File: config.mk
export PLATFORM = sky130hd
export DESIGN_NAME = i2c_tx_flush_ctrl
export DESIGN_NICKNAME = d
export VERILOG_FILES = /design/src/i2c_txflush_pkg.sv /design/src/i2c_tx_flush_ctrl.sv /design/src/tx_fifo_mem.sv /design/src/flush_sequencer.sv
export VERILOG_INCLUDE_DIRS = /design/src
export SDC_FILE = /design/constraint.sdc
export NUM_CORES = 1
export LEC_CHECK = 0
export ABC_AREA = 1
export BUFFER_PORTS_ARGS = -buffer_cell sky130_fd_sc_hd__buf_2
export CORE_MARGIN = 2
export CORE_UTILIZATION = 30
export DETAILED_ROUTE_END_ITERATION = 8
export GPL_ROUTABILITY_DRIVEN = 0
export GPL_TIMING_DRIVEN = 0
export SETUP_SLACK_MARGIN = 0.1
export SLEW_MARGIN = 20
export SYNTH_ARGS = -nofsm -noshare
export SYNTH_HDL_FRONTEND = slang
export SYNTH_HIERARCHICAL = 1
export SYNTH_SLANG_ARGS = --single-unit
File: constraint.sdc
create_clock -name clk -period 3.4 [get_ports clk]
set_input_delay 0 -clock clk [delete_from_list [all_inputs] [get_ports clk]]
set_output_delay 0 -clock clk [all_outputs]
set_load 0.03 [all_outputs]
File: src/i2c_txflush_cfg.svh
// i2c tx flush control: register offsets, field positions, reset values, counts
// assumes: included by bare name from the register block, the sequencer and the bench, not the fifo
// Function
// flush bit write empties fifo, self-clears
// lockout set forces flush bit to one
// bit 5 disables nack auto flush
// preload entry clears bit 5 once
// bit 4 disables read-match auto flush
// bit 3 disables write-match auto flush
// bit 2 disables general-call auto flush
// preload entry sets bits 4..2 once
// bit 1 hands ready flag to software
// address match flushes and locks unless preload
// preload ready low means address nack
// bit 6 reads zero, ignores writes
`ifndef I2C_TXFLUSH_CFG_SVH
`define I2C_TXFLUSH_CFG_SVH
`define REG_TXC0 8'h24
`define REG_TXC1 8'h28
`define REG_TXDATA 8'h2c
`define REG_EVT_STAT 8'h40
`define REG_EVT_MASK 8'h44
`define C0_FLUSH 7
`define C0_RSVD 6
`define C0_NACK_OFF 5
`define C0_RD_OFF 4
`define C0_WR_OFF 3
`define C0_GC_OFF 2
`define C0_RDY_SW 1
`define C0_PRELOAD 0
`define C1_RDY 0
`define C1_LVL_LSB 8
`define EVT_LOCKOUT 0
`define EVT_FLUSHED 1
`define EVT_NACK 2
`define EVT_W 3
`define C0_BIT_RESET 1'b0
`define C1_RDY_RESET 1'b1
`define EVT_RESET 3'h0
`define FLUSH_CYCLES 2'h1
`endif

File: src/i2c_txflush_pkg.sv
// i2c tx flush control: shared types
// assumes: nothing beyond a sv compiler
package i2c_txflush_pkg;
  typedef enum logic [1:0] {FL_IDLE, FL_CLEAR, FL_DONE} flush_state_t;
endpackage : i2c_txflush_pkg

File: src/i2c_tx_flush_ctrl.sv
// i2c target tx fifo flush, auto-flush lockout and preload control
// assumes: one clock, synchronous single-cycle strobes from the cpu port,
// and one-cycle event pulses from the target link logic
`timescale 1ns/1ns
`include "i2c_txflush_cfg.svh"
module i2c_tx_flush_ctrl #(
  parameter int DEPTH = 8,
  parameter int WIDTH = 8
) (
  input wire logic clk,
  input wire logic sys_rst,
  input wire logic ce,
  input wire logic [7:0] addr,
  input wire logic [31:0] wdata,
  input wire logic wr_en,
  input wire logic rd_en,
  output logic [31:0] rd_data_ff,
  output logic irq_ff,
  input wire logic nack_end,
  input wire logic rd_match,
  input wire logic wr_match,
  input wire logic gc_match,
  input wire logic hw_ready_set,
  input wire logic tx_pop,
  output logic [WIDTH-1:0] tx_byte,
  output logic [3:0] tx_level,
  output logic lockout_ff,
  output logic preload_mode_ff,
  output logic preload_rdy_ff,
  output logic addr_nack_ff
);
  localparam int AW = $clog2(DEPTH);
  localparam int LW = 4;

  // the level field is four bits and the pointers wrap by width
  if (DEPTH < 2 || DEPTH > 8 || (DEPTH & (DEPTH - 1)) != 0) begin : g_bad_depth
    $error("DEPTH must be 2, 4 or 8");
  end
  if (WIDTH < 1 || WIDTH > 32) begin : g_bad_width
    $error("WIDTH must be 1 to 32");
  end

  ////////////////////////////////////////////////////////////////////
  // register decode
  logic wr_c0, wr_c1, wr_dat, wr_stat, wr_mask;
  logic rd_c0, rd_c1, rd_stat, rd_mask;
  assign wr_c0 = wr_en && (addr == `REG_TXC0);
  assign wr_c1 = wr_en && (addr == `REG_TXC1);
  assign wr_dat = wr_en && (addr == `REG_TXDATA);
  assign wr_stat = wr_en && (addr == `REG_EVT_STAT);
  assign wr_mask = wr_en && (addr == `REG_EVT_MASK);
  assign rd_c0 = rd_en && (addr == `REG_TXC0);
  assign rd_c1 = rd_en && (addr == `REG_TXC1);
  assign rd_stat = rd_en && (addr == `REG_EVT_STAT);
  assign rd_mask = rd_en && (addr == `REG_EVT_MASK);

  ////////////////////////////////////////////////////////////////////
  // control bits of the first tx control register
  logic nack_autoclear_off_ff, read_match_autoclear_off_ff;
  logic write_match_autoclear_off_ff, general_call_autoclear_off_ff;
  logic ready_sw_mode_ff;
  logic preload_entry;
  logic nxt_nack_off, nxt_rd_off, nxt_wr_off, nxt_gc_off;
  logic nxt_rdy_sw, nxt_preload, nxt_rdy, rdy_set;

  // entry presets win over the written values only in the entry write;
  // afterwards software owns the bits again
  assign preload_entry = wr_c0 && wdata[`C0_PRELOAD] && !preload_mode_ff;
  assign nxt_nack_off = preload_entry ? 1'b0 :
    (wr_c0 ? wdata[`C0_NACK_OFF] : nack_autoclear_off_ff);
  assign nxt_rd_off = preload_entry ? 1'b1 :
    (wr_c0 ? wdata[`C0_RD_OFF] : read_match_autoclear_off_ff);
  assign nxt_wr_off = preload_entry ? 1'b1 :
    (wr_c0 ? wdata[`C0_WR_OFF] : write_match_autoclear_off_ff);
  assign nxt_gc_off = preload_entry ? 1'b1 :
    (wr_c0 ? wdata[`C0_GC_OFF] : general_call_autoclear_off_ff);
  assign nxt_rdy_sw = wr_c0 ? wdata[`C0_RDY_SW] : ready_sw_mode_ff;
  assign nxt_preload = wr_c0 ? wdata[`C0_PRELOAD] : preload_mode_ff;

  // ready flag: software writes a one, or the link logic sets it
  assign rdy_set = ready_sw_mode_ff ? (wr_c1 && wdata[`C1_RDY]) : hw_ready_set;
  assign nxt_rdy = !nxt_preload ? 1'b1 :
    (preload_entry ? 1'b0 : (preload_rdy_ff | rdy_set));

  // bit 6 has no flop at all, so writes cannot reach it
  always_ff @(posedge clk) begin
    if (sys_rst) begin
      nack_autoclear_off_ff <= `C0_BIT_RESET;
      read_match_autoclear_off_ff <= `C0_BIT_RESET;
      write_match_autoclear_off_ff <= `C0_BIT_RESET;
      general_call_autoclear_off_ff <= `C0_BIT_RESET;
      ready_sw_mode_ff <= `C0_BIT_RESET;
      preload_mode_ff <= `C0_BIT_RESET;
      preload_rdy_ff <= `C1_RDY_RESET;
      addr_nack_ff <= 1'b0;
    end else if (ce) begin
      nack_autoclear_off_ff <= nxt_nack_off;
      read_match_autoclear_off_ff <= nxt_rd_off;
      write_match_autoclear_off_ff <= nxt_wr_off;
      general_call_autoclear_off_ff <= nxt_gc_off;
      ready_sw_mode_ff <= nxt_rdy_sw;
      preload_mode_ff <= nxt_preload;
      preload_rdy_ff <= nxt_rdy;
      addr_nack_ff <= nxt_preload && !nxt_rdy;
    end
  end

  ////////////////////////////////////////////////////////////////////
  // automatic flush triggers and software flush
  logic addr_trig, nack_trig, lock_set, sw_flush, flush_start;
  logic seq_clear, seq_busy, seq_done;

  // in preload mode an address match leaves the fifo alone so it can be
  // filled ahead of the transfer; a nack at the end still flushes
  assign addr_trig = !preload_mode_ff && (
    (rd_match && !read_match_autoclear_off_ff) ||
    (wr_match && !write_match_autoclear_off_ff) ||
    (gc_match && !general_call_autoclear_off_ff));
  assign nack_trig = nack_end && !nack_autoclear_off_ff;
  assign lock_set = addr_trig || nack_trig;
  assign sw_flush = wr_c0 && wdata[`C0_FLUSH];
  assign flush_start = sw_flush || lock_set;

  flush_sequencer u_seq (
    .clk(clk),
    .sys_rst(sys_rst),
    .ce(ce),
    .start(flush_start),
    .clear(seq_clear),
    .busy(seq_busy),
    .done(seq_done)
  );

  ////////////////////////////////////////////////////////////////////
  // fifo: pushes are refused during lockout and while a flush runs
  logic push;
  assign push = wr_dat && !lockout_ff && !seq_busy;

  tx_fifo_mem #(
    .W(WIDTH),
    .D(DEPTH),
    .AW(AW),
    .LW(LW)
  ) u_fifo (
    .clk(clk),
    .sys_rst(sys_rst),
    .ce(ce),
    .clear(seq_clear),
    .push(push),
    .wdata(wdata[WIDTH-1:0]),
    .pop(tx_pop),
    .head_ff(tx_byte),
    .count_ff(tx_level)
  );

  ////////////////////////////////////////////////////////////////////
  // sticky events, write one to clear; a set in the clear cycle wins
  logic [`EVT_W-1:0] evt_ff, evt_set, evt_clr, nxt_evt;
  logic [`EVT_W-1:0] evt_mask_ff, nxt_mask;
  assign evt_set[`EVT_LOCKOUT] = lock_set;
  assign evt_set[`EVT_FLUSHED] = seq_done;
  assign evt_set[`EVT_NACK] = nack_trig;
  assign evt_clr = wr_stat ? wdata[`EVT_W-1:0] : '0;
  assign nxt_mask = wr_mask ? wdata[`EVT_W-1:0] : evt_mask_ff;

  for (genvar i = 0; i < `EVT_W; i++) begin : g_evt
    assign nxt_evt[i] = evt_set[i] | (evt_ff[i] & ~evt_clr[i]);
  end

  // the lockout flag is the sticky lockout event itself
  always_ff @(posedge clk) begin
    if (sys_rst) begin
      evt_ff <= `EVT_RESET;
      evt_mask_ff <= `EVT_RESET;
      lockout_ff <= 1'b0;
      irq_ff <= 1'b0;
    end else if (ce) begin
      evt_ff <= nxt_evt;
      evt_mask_ff <= nxt_mask;
      lockout_ff <= nxt_evt[`EVT_LOCKOUT];
      irq_ff <= |(nxt_evt & nxt_mask);
    end
  end

  ////////////////////////////////////////////////////////////////////
  // read data; unmapped addresses and data reads return zero
  logic [31:0] c0_word, c1_word, rd_mux;
  assign c0_word = {24'h0,
    seq_busy | lockout_ff,
    1'b0,
    nack_autoclear_off_ff,
    read_match_autoclear_off_ff,
    write_match_autoclear_off_ff,
    general_call_autoclear_off_ff,
    ready_sw_mode_ff,
    preload_mode_ff};
  assign c1_word = {20'h0, tx_level, 7'h0, preload_rdy_ff};
  assign rd_mux = rd_c0 ? c0_word :
    rd_c1 ? c1_word :
    rd_stat ? {29'h0, evt_ff} :
    rd_mask ? {29'h0, evt_mask_ff} : 32'h0;

  always_ff @(posedge clk) begin
    if (sys_rst) begin
      rd_data_ff <= 32'h0;
    end else if (ce) begin
      rd_data_ff <= rd_en ? rd_mux : 32'h0;
    end
  end

  ////////////////////////////////////////////////////////////////////
  // checks
  AST_LOCK_SHOWS_FLUSH: assert property (@(posedge clk) disable iff (sys_rst)
    ce && rd_c0 && lockout_ff |=> rd_data_ff[`C0_FLUSH])
    else $error("flush bit low while locked out");

  AST_NACK_LOCKS: assert property (@(posedge clk) disable iff (sys_rst)
    ce && nack_end && !nack_autoclear_off_ff |=> lockout_ff ##1 (!ce || seq_busy))
    else $error("nack did not flush and lock");

  AST_ENTRY_NACK_ON: assert property (@(posedge clk) disable iff (sys_rst)
    ce && preload_entry |=> !nack_autoclear_off_ff && preload_mode_ff)
    else $error("preload entry left nack flush off");

  AST_RD_MATCH: assert property (@(posedge clk) disable iff (sys_rst)
    ce && rd_match && !read_match_autoclear_off_ff && !preload_mode_ff |=> lockout_ff)
    else $error("read match did not lock");

  AST_WR_MATCH: assert property (@(posedge clk) disable iff (sys_rst)
    ce && wr_match && !write_match_autoclear_off_ff && !preload_mode_ff |=> lockout_ff)
    else $error("write match did not lock");

  AST_GC_MATCH: assert property (@(posedge clk) disable iff (sys_rst)
    ce && gc_match && !general_call_autoclear_off_ff && !preload_mode_ff
    |=> lockout_ff)
    else $error("general call did not lock");

  AST_ENTRY_OFF_SET: assert property (@(posedge clk) disable iff (sys_rst)
    ce && preload_entry |=> read_match_autoclear_off_ff &&
    write_match_autoclear_off_ff && general_call_autoclear_off_ff)
    else $error("preload entry did not set disables");

  AST_HW_READY: assert property (@(posedge clk) disable iff (sys_rst)
    ce && preload_mode_ff && !ready_sw_mode_ff && hw_ready_set && !wr_c0
    |=> preload_rdy_ff)
    else $error("hardware ready set ignored");

  AST_PRELOAD_NO_LOCK: assert property (@(posedge clk) disable iff (sys_rst)
    ce && preload_mode_ff && !nack_trig && !lockout_ff |=> !lockout_ff)
    else $error("lockout in preload mode");

  AST_NACK_WHILE_UNREADY: assert property (@(posedge clk) disable iff (sys_rst)
    addr_nack_ff == (preload_mode_ff && !preload_rdy_ff))
    else $error("address answer disagrees with ready flag");

  AST_RSVD_ZERO: assert property (@(posedge clk) disable iff (sys_rst)
    ce && rd_c0 |=> !rd_data_ff[`C0_RSVD])
    else $error("reserved bit read nonzero");
endmodule : i2c_tx_flush_ctrl

File: src/tx_fifo_mem.sv
// tx fifo storage with registered head byte and level
// assumes: depth is a power of two, checked by the parent
`timescale 1ns/1ns
module tx_fifo_mem #(
  parameter int W = 8,
  parameter int D = 8,
  parameter int AW = 3,
  parameter int LW = 4
) (
  input wire logic clk,
  input wire logic sys_rst,
  input wire logic ce,
  input wire logic clear,
  input wire logic push,
  input wire logic [W-1:0] wdata,
  input wire logic pop,
  output logic [W-1:0] head_ff,
  output logic [LW-1:0] count_ff
);
  logic [W-1:0] mem_ff [D];
  logic [AW-1:0] rptr_ff, wptr_ff, nxt_rptr;
  logic do_push, do_pop;
  logic [LW-1:0] nxt_count;

  // clear beats push and pop, so a flush never leaves a stray byte
  assign do_push = push && (count_ff != LW'(D)) && !clear;
  assign do_pop = pop && (count_ff != '0) && !clear;
  assign nxt_rptr = clear ? '0 : rptr_ff + AW'(do_pop);
  assign nxt_count = clear ? '0 : count_ff + LW'(do_push) - LW'(do_pop);

  ////////////////////////////////////////////////////////////////////
  // pointers, level and head; head bypasses a byte written into its slot
  always_ff @(posedge clk) begin
    if (sys_rst) begin
      rptr_ff <= '0;
      wptr_ff <= '0;
      count_ff <= '0;
      head_ff <= '0;
    end else if (ce) begin
      rptr_ff <= nxt_rptr;
      wptr_ff <= clear ? '0 : wptr_ff + AW'(do_push);
      count_ff <= nxt_count;
      // an empty fifo shows zero, never a stale or unwritten slot
      head_ff <= (nxt_count == '0) ? '0 :
        ((do_push && wptr_ff == nxt_rptr) ? wdata : mem_ff[nxt_rptr]);
    end
  end

  // storage itself needs no reset: level says what is valid
  always_ff @(posedge clk) begin
    if (ce && do_push) begin
      mem_ff[wptr_ff] <= wdata;
    end
  end

  AST_CLEAR_EMPTIES: assert property (@(posedge clk) disable iff (sys_rst)
    ce && clear |=> count_ff == '0)
    else $error("fifo not empty after clear");
endmodule : tx_fifo_mem

File: src/flush_sequencer.sv
// flush sequencer: runs one flush and reports busy and done
// assumes: start is a one-cycle request from the register logic
`timescale 1ns/1ns
`include "i2c_txflush_cfg.svh"
module flush_sequencer (
  input wire logic clk,
  input wire logic sys_rst,
  input wire logic ce,
  input wire logic start,
  output logic clear,
  output logic busy,
  output logic done
);
  i2c_txflush_pkg::flush_state_t state_ff, nxt_state;
  logic [1:0] cnt_ff, nxt_cnt;

  // a request while done restarts at once instead of being dropped
  always_comb begin
    nxt_state = state_ff;
    nxt_cnt = cnt_ff;
    case (state_ff)
      i2c_txflush_pkg::FL_IDLE: begin
        if (start) begin
          nxt_state = i2c_txflush_pkg::FL_CLEAR;
          nxt_cnt = `FLUSH_CYCLES;
        end
      end
      i2c_txflush_pkg::FL_CLEAR: begin
        if (cnt_ff <= 2'h1) begin
          nxt_state = i2c_txflush_pkg::FL_DONE;
        end else begin
          nxt_cnt = cnt_ff - 2'h1;
        end
      end
      i2c_txflush_pkg::FL_DONE: begin
        if (start) begin
          nxt_state = i2c_txflush_pkg::FL_CLEAR;
          nxt_cnt = `FLUSH_CYCLES;
        end else begin
          nxt_state = i2c_txflush_pkg::FL_IDLE;
        end
      end
      default: nxt_state = i2c_txflush_pkg::FL_IDLE;
    endcase
  end

  ////////////////////////////////////////////////////////////////////
  always_ff @(posedge clk) begin
    if (sys_rst) begin
      state_ff <= i2c_txflush_pkg::FL_IDLE;
      cnt_ff <= 2'h0;
    end else if (ce) begin
      state_ff <= nxt_state;
      cnt_ff <= nxt_cnt;
    end
  end

  // flush bit reads one from request until done has passed
  assign clear = state_ff == i2c_txflush_pkg::FL_CLEAR;
  assign busy = state_ff != i2c_txflush_pkg::FL_IDLE;
  assign done = state_ff == i2c_txflush_pkg::FL_DONE;

  AST_FLUSH_ENDS: assert property (@(posedge clk) disable iff (sys_rst)
    ce && start && !busy |=> clear ##1 (!ce || done))
    else $error("flush did not complete in time");
endmodule : flush_sequencer

==> flow_metrics.env <==
export IMPL_worstPathArrival_ns=3.22
export IMPL_ys_seq_area_frac=0.516
export IMPL_routedWlPerCell_um=14.7
export IMPL_seq_power_share=0.468
export IMPL_cts_made_buffers=9
export IMPL_final_hold_worst_slack_ns=0.00984
export IMPL_number_of_unique_standard_cell_types_used_by_synthesis=38
export IMPL_clkSlewWorstSetupHoldPaths_ns=0.08
export IMPL_drt_wl_total_mm=14.2
export IMPL_tightest_slew_ns=0.936
export IMPL_largest_family_of_logic_cells_by_synthesized_area="simple AND/OR/NAND/NOR gates"
export IMPL_via_count=4585
export IMPL_crit_path_max_fanout=10
export IMPL_synth_edf_count=64
export IMPL_fp_dieArea_um2=19700
export IMPL_avgSynthCellArea_um2=8.67
export IMPL_synthXorXnorAreaFrac=0
export IMPL_worst_skew_ns=0.0139
export IMPL_total_negative_slack_for_setup_checks_ns=0
export IMPL_max_cap_violations=0
export IMPL_switching_share=0.300
export IMPL_leakage_uw=0.00281
export IMPL_synthCells=644
export IMPL_synth_simple_area_share=0.281
export IMPL_detailedRoute_firstIterationViolations=400
export IMPL_share_of_total_power_in_combinational_logic=0.199
export IMPL_port_buffer_count=52
export IMPL_initial_standard_cell_utilization_of_the_core=0.308
export IMPL_internal_power_uw=2230
export IMPL_finalWorstPathRequiredPeriod_ns=3.00
export IMPL_fmax_mhz=334
export IMPL_critical_path_class="reg -> reg"
export IMPL_netlist_top_cells_count="nand2_1, nand3_1, edfxtp_1, inv_1, dfxtp_1"
export IMPL_gr_total_overflow=0
export IMPL_switchingPower_uw=955
export IMPL_final_max_slew_violation_count=0
export IMPL_p_clk_frac=0.333
export IMPL_rsz0062_at_grt="no"
export IMPL_cts_buffer_depth=2
export IMPL_ir_worst_vdd_mv=0.275
export IMPL_worstSkewPairLatency_ns=0.36
export IMPL_synthMostInstantiatedCell="nand2_1"
export IMPL_grt_antenna_before_repair=0
export IMPL_clock_tree_from_tritoncts="built"
export IMPL_setup_violations_final=0
export IMPL_power_density_cell_area_nw_per_um2=484
export IMPL_yosys_area_top_type="edfxtp_1"
export IMPL_outcome="finished clean"
export IMPL_place_detailed_hpwl_mm=10.2
export IMPL_final_layout_size_suffix_gt1_frac=0.194
export IMPL_postSynth_asyncResetShare=0
export IMPL_global_route_usage_total=0.148
export IMPL_layout_area_overhead_vs_synth_pct=17.8
export IMPL_endpoint_kind="flip-flop"
export IMPL_n_antenna_cell=0
export IMPL_drc=0
export IMPL_grt_pass1_vias=4301
export IMPL_hold_path_class="in -> reg"
export IMPL_critPathLaunchType="flip-flop"
export IMPL_final_standard_cell_utilization_of_the_core=0.363
export IMPL_design_core_area_um2=18100
export IMPL_row_count=49
export IMPL_via_per_inst=4.75
export IMPL_design_final_nets=793
export IMPL_cts_sinks=112
export IMPL_ranking_of_synthesized_cells_by_area="edfxtp_1, dfxtp_1, nand3_1"
export IMPL_synth_ff_latch_count=112
export IMPL_die_w_um=140
export IMPL_post_synth_mux_area_share=0
export IMPL_root_buffer="clkbuf_16"
export IMPL_synth_area_um2=5590
export IMPL_maximum_number_of_pins_on_one_net_before_global_route_repair=19
export IMPL_synth_flop_cell="edfxtp_1"
export IMPL_synth_adder_area_share=0.0237
export IMPL_grt_first_pass_wirelength_mm=22.8
export IMPL_fraction_of_the_cycle_the_final_worst_path_needs=0.881
export IMPL_detailedRoute_firstPassIterationCount=7
export IMPL_clock_tree_htree_level_count=3
export IMPL_synth_largest_type_area_fraction=0.344
export IMPL_timing_critical_path_required_ns=3.62
export IMPL_slew_limit_headroom=0.374
export IMPL_synth_compound_gate_area_share=0.0761
export IMPL_hold_viol=0
export IMPL_pin_count=100
export IMPL_drt_antenna_violating_nets=0
export IMPL_chipHeight_um=140
export IMPL_synth_warnings=6
-- per-stage QoR --
| stage | cell area (um2) | setup slack [ns] | std cells | power [uW] |
|---|---|---|---|---|
| after floorplan | 5660 | 0.646 | 664 | 1960 |
| after global placement | 6210 | 0.121 | 945 | 2140 |
| after detailed placement | 6210 | 0.0435 | 945 | 2140 |
| after CTS | 6570 | 0.148 | 966 | 3210 |
| after global routing | 6580 | 0.221 | 966 | 3340 |
| final | 6580 | 0.404 | 966 | 3190 |
-- per-layer routing --
metal / track usage / vias up / wire length (um)
li1: - / 2313 / -
met1: 0.194 / 2113 / 6460
met2: 0.242 / 136 / 6720
met3: 0.0315 / 23 / 754
met4: 0.0526 / 0 / 292
met5: 0 / - / 0
-- power by group through the flow --
stage	clock [uW]	combinational, uW	sequential [uW]
after global routing	1140	701	1500
final	1060	634	1490
after detailed placement	0	621	1520
after global placement	0	619	1520
after CTS	1090	629	1490
after floorplan	0	397	1570
-- path summary, 6_finish.rpt --
path                     startpoint                   to  slack, ns  cells past startpoint
hold / removal             wdata[5]  u_fifo/mem_ff[0][5]       0.01                      1
setup reg to reg  u_seq/state_ff[0]    u_fifo/head_ff[4]       0.40                     16
hold reg to reg       rd_data_ff[3]        rd_data_ff[3]       0.46                      2
setup / recovery  u_seq/state_ff[0]    u_fifo/head_ff[4]       0.40                     16
-- cell families after synthesis --
group           count (synthesis)
other cells                     1
compound gates                 79
fa+ha+maj                      10
simple gates                  324
flops                         112
buf+inv                       118
-- worst max-delay path, stage by stage, from the launching register on --
cell	delay [ns]
dfxtp_1	0.38
inv_2	0.11
nand2_1	0.10
nor4_4	0.30
nand2_1	0.18
nor2_4	0.17
buf_4	0.20
nand2_1	0.06
nand2_1	0.07
ha_1	0.20
fa_1	0.43
nand2_1	0.11
nand3_1	0.09
nand2_1	0.09
nand2_2	0.13
nand3_1	0.16
a21oi_1	0.08
-- layout make-up --
class	count	area, um2
Multi-Input combinational cell	434	2230
Sequential cell	112	2880
Timing Repair Buffer	57	310
Inverter	71	270
Buffer	47	303
Fill cell	1881	11600
Clock buffer	12	268
Clock inverter	4	32.5
Tap cell	229	287
-- state kept, by name (all words and copies together) (netlist names), 2 cells and up --
name / count
rd_data_ff: 11
u_fifo/count_ff: 4
u_seq/cnt_ff: 2
u_fifo/mem_ff: 64
evt_ff: 3
evt_mask_ff: 3
u_seq/state_ff: 2
u_fifo/head_ff: 8
u_fifo/rptr_ff: 3
u_fifo/wptr_ff: 3
-- cell usage in the layout, fill, tap and decap left out, drive strengths merged --
cell type and instances:
ha 9, nor2 42, clkbuf 18, nand3 123, clkinv 3, a21o 1, nand2 137, a21oi 47
nand3b 4, dlygate4sd3 5, or2 1, nand4 13, edfxtp 64, nor3 3, o21ai 28, buf 93
inv 72, o21bai 1, o211ai 1, nor4 1, fa 1, conb 21, dfxtp 48, a31oi 1
-- what timing repair did --
action / in CTS / in global routing
hold buffers: 5 / 0
endpoints found under the setup margin: 8 / 8
resized for setup: 1 / 4
endpoints found under the hold margin: 21 / 0
buffers inserted: 0 / 0
No activity file was read; power rests on OpenSTA's default activity.
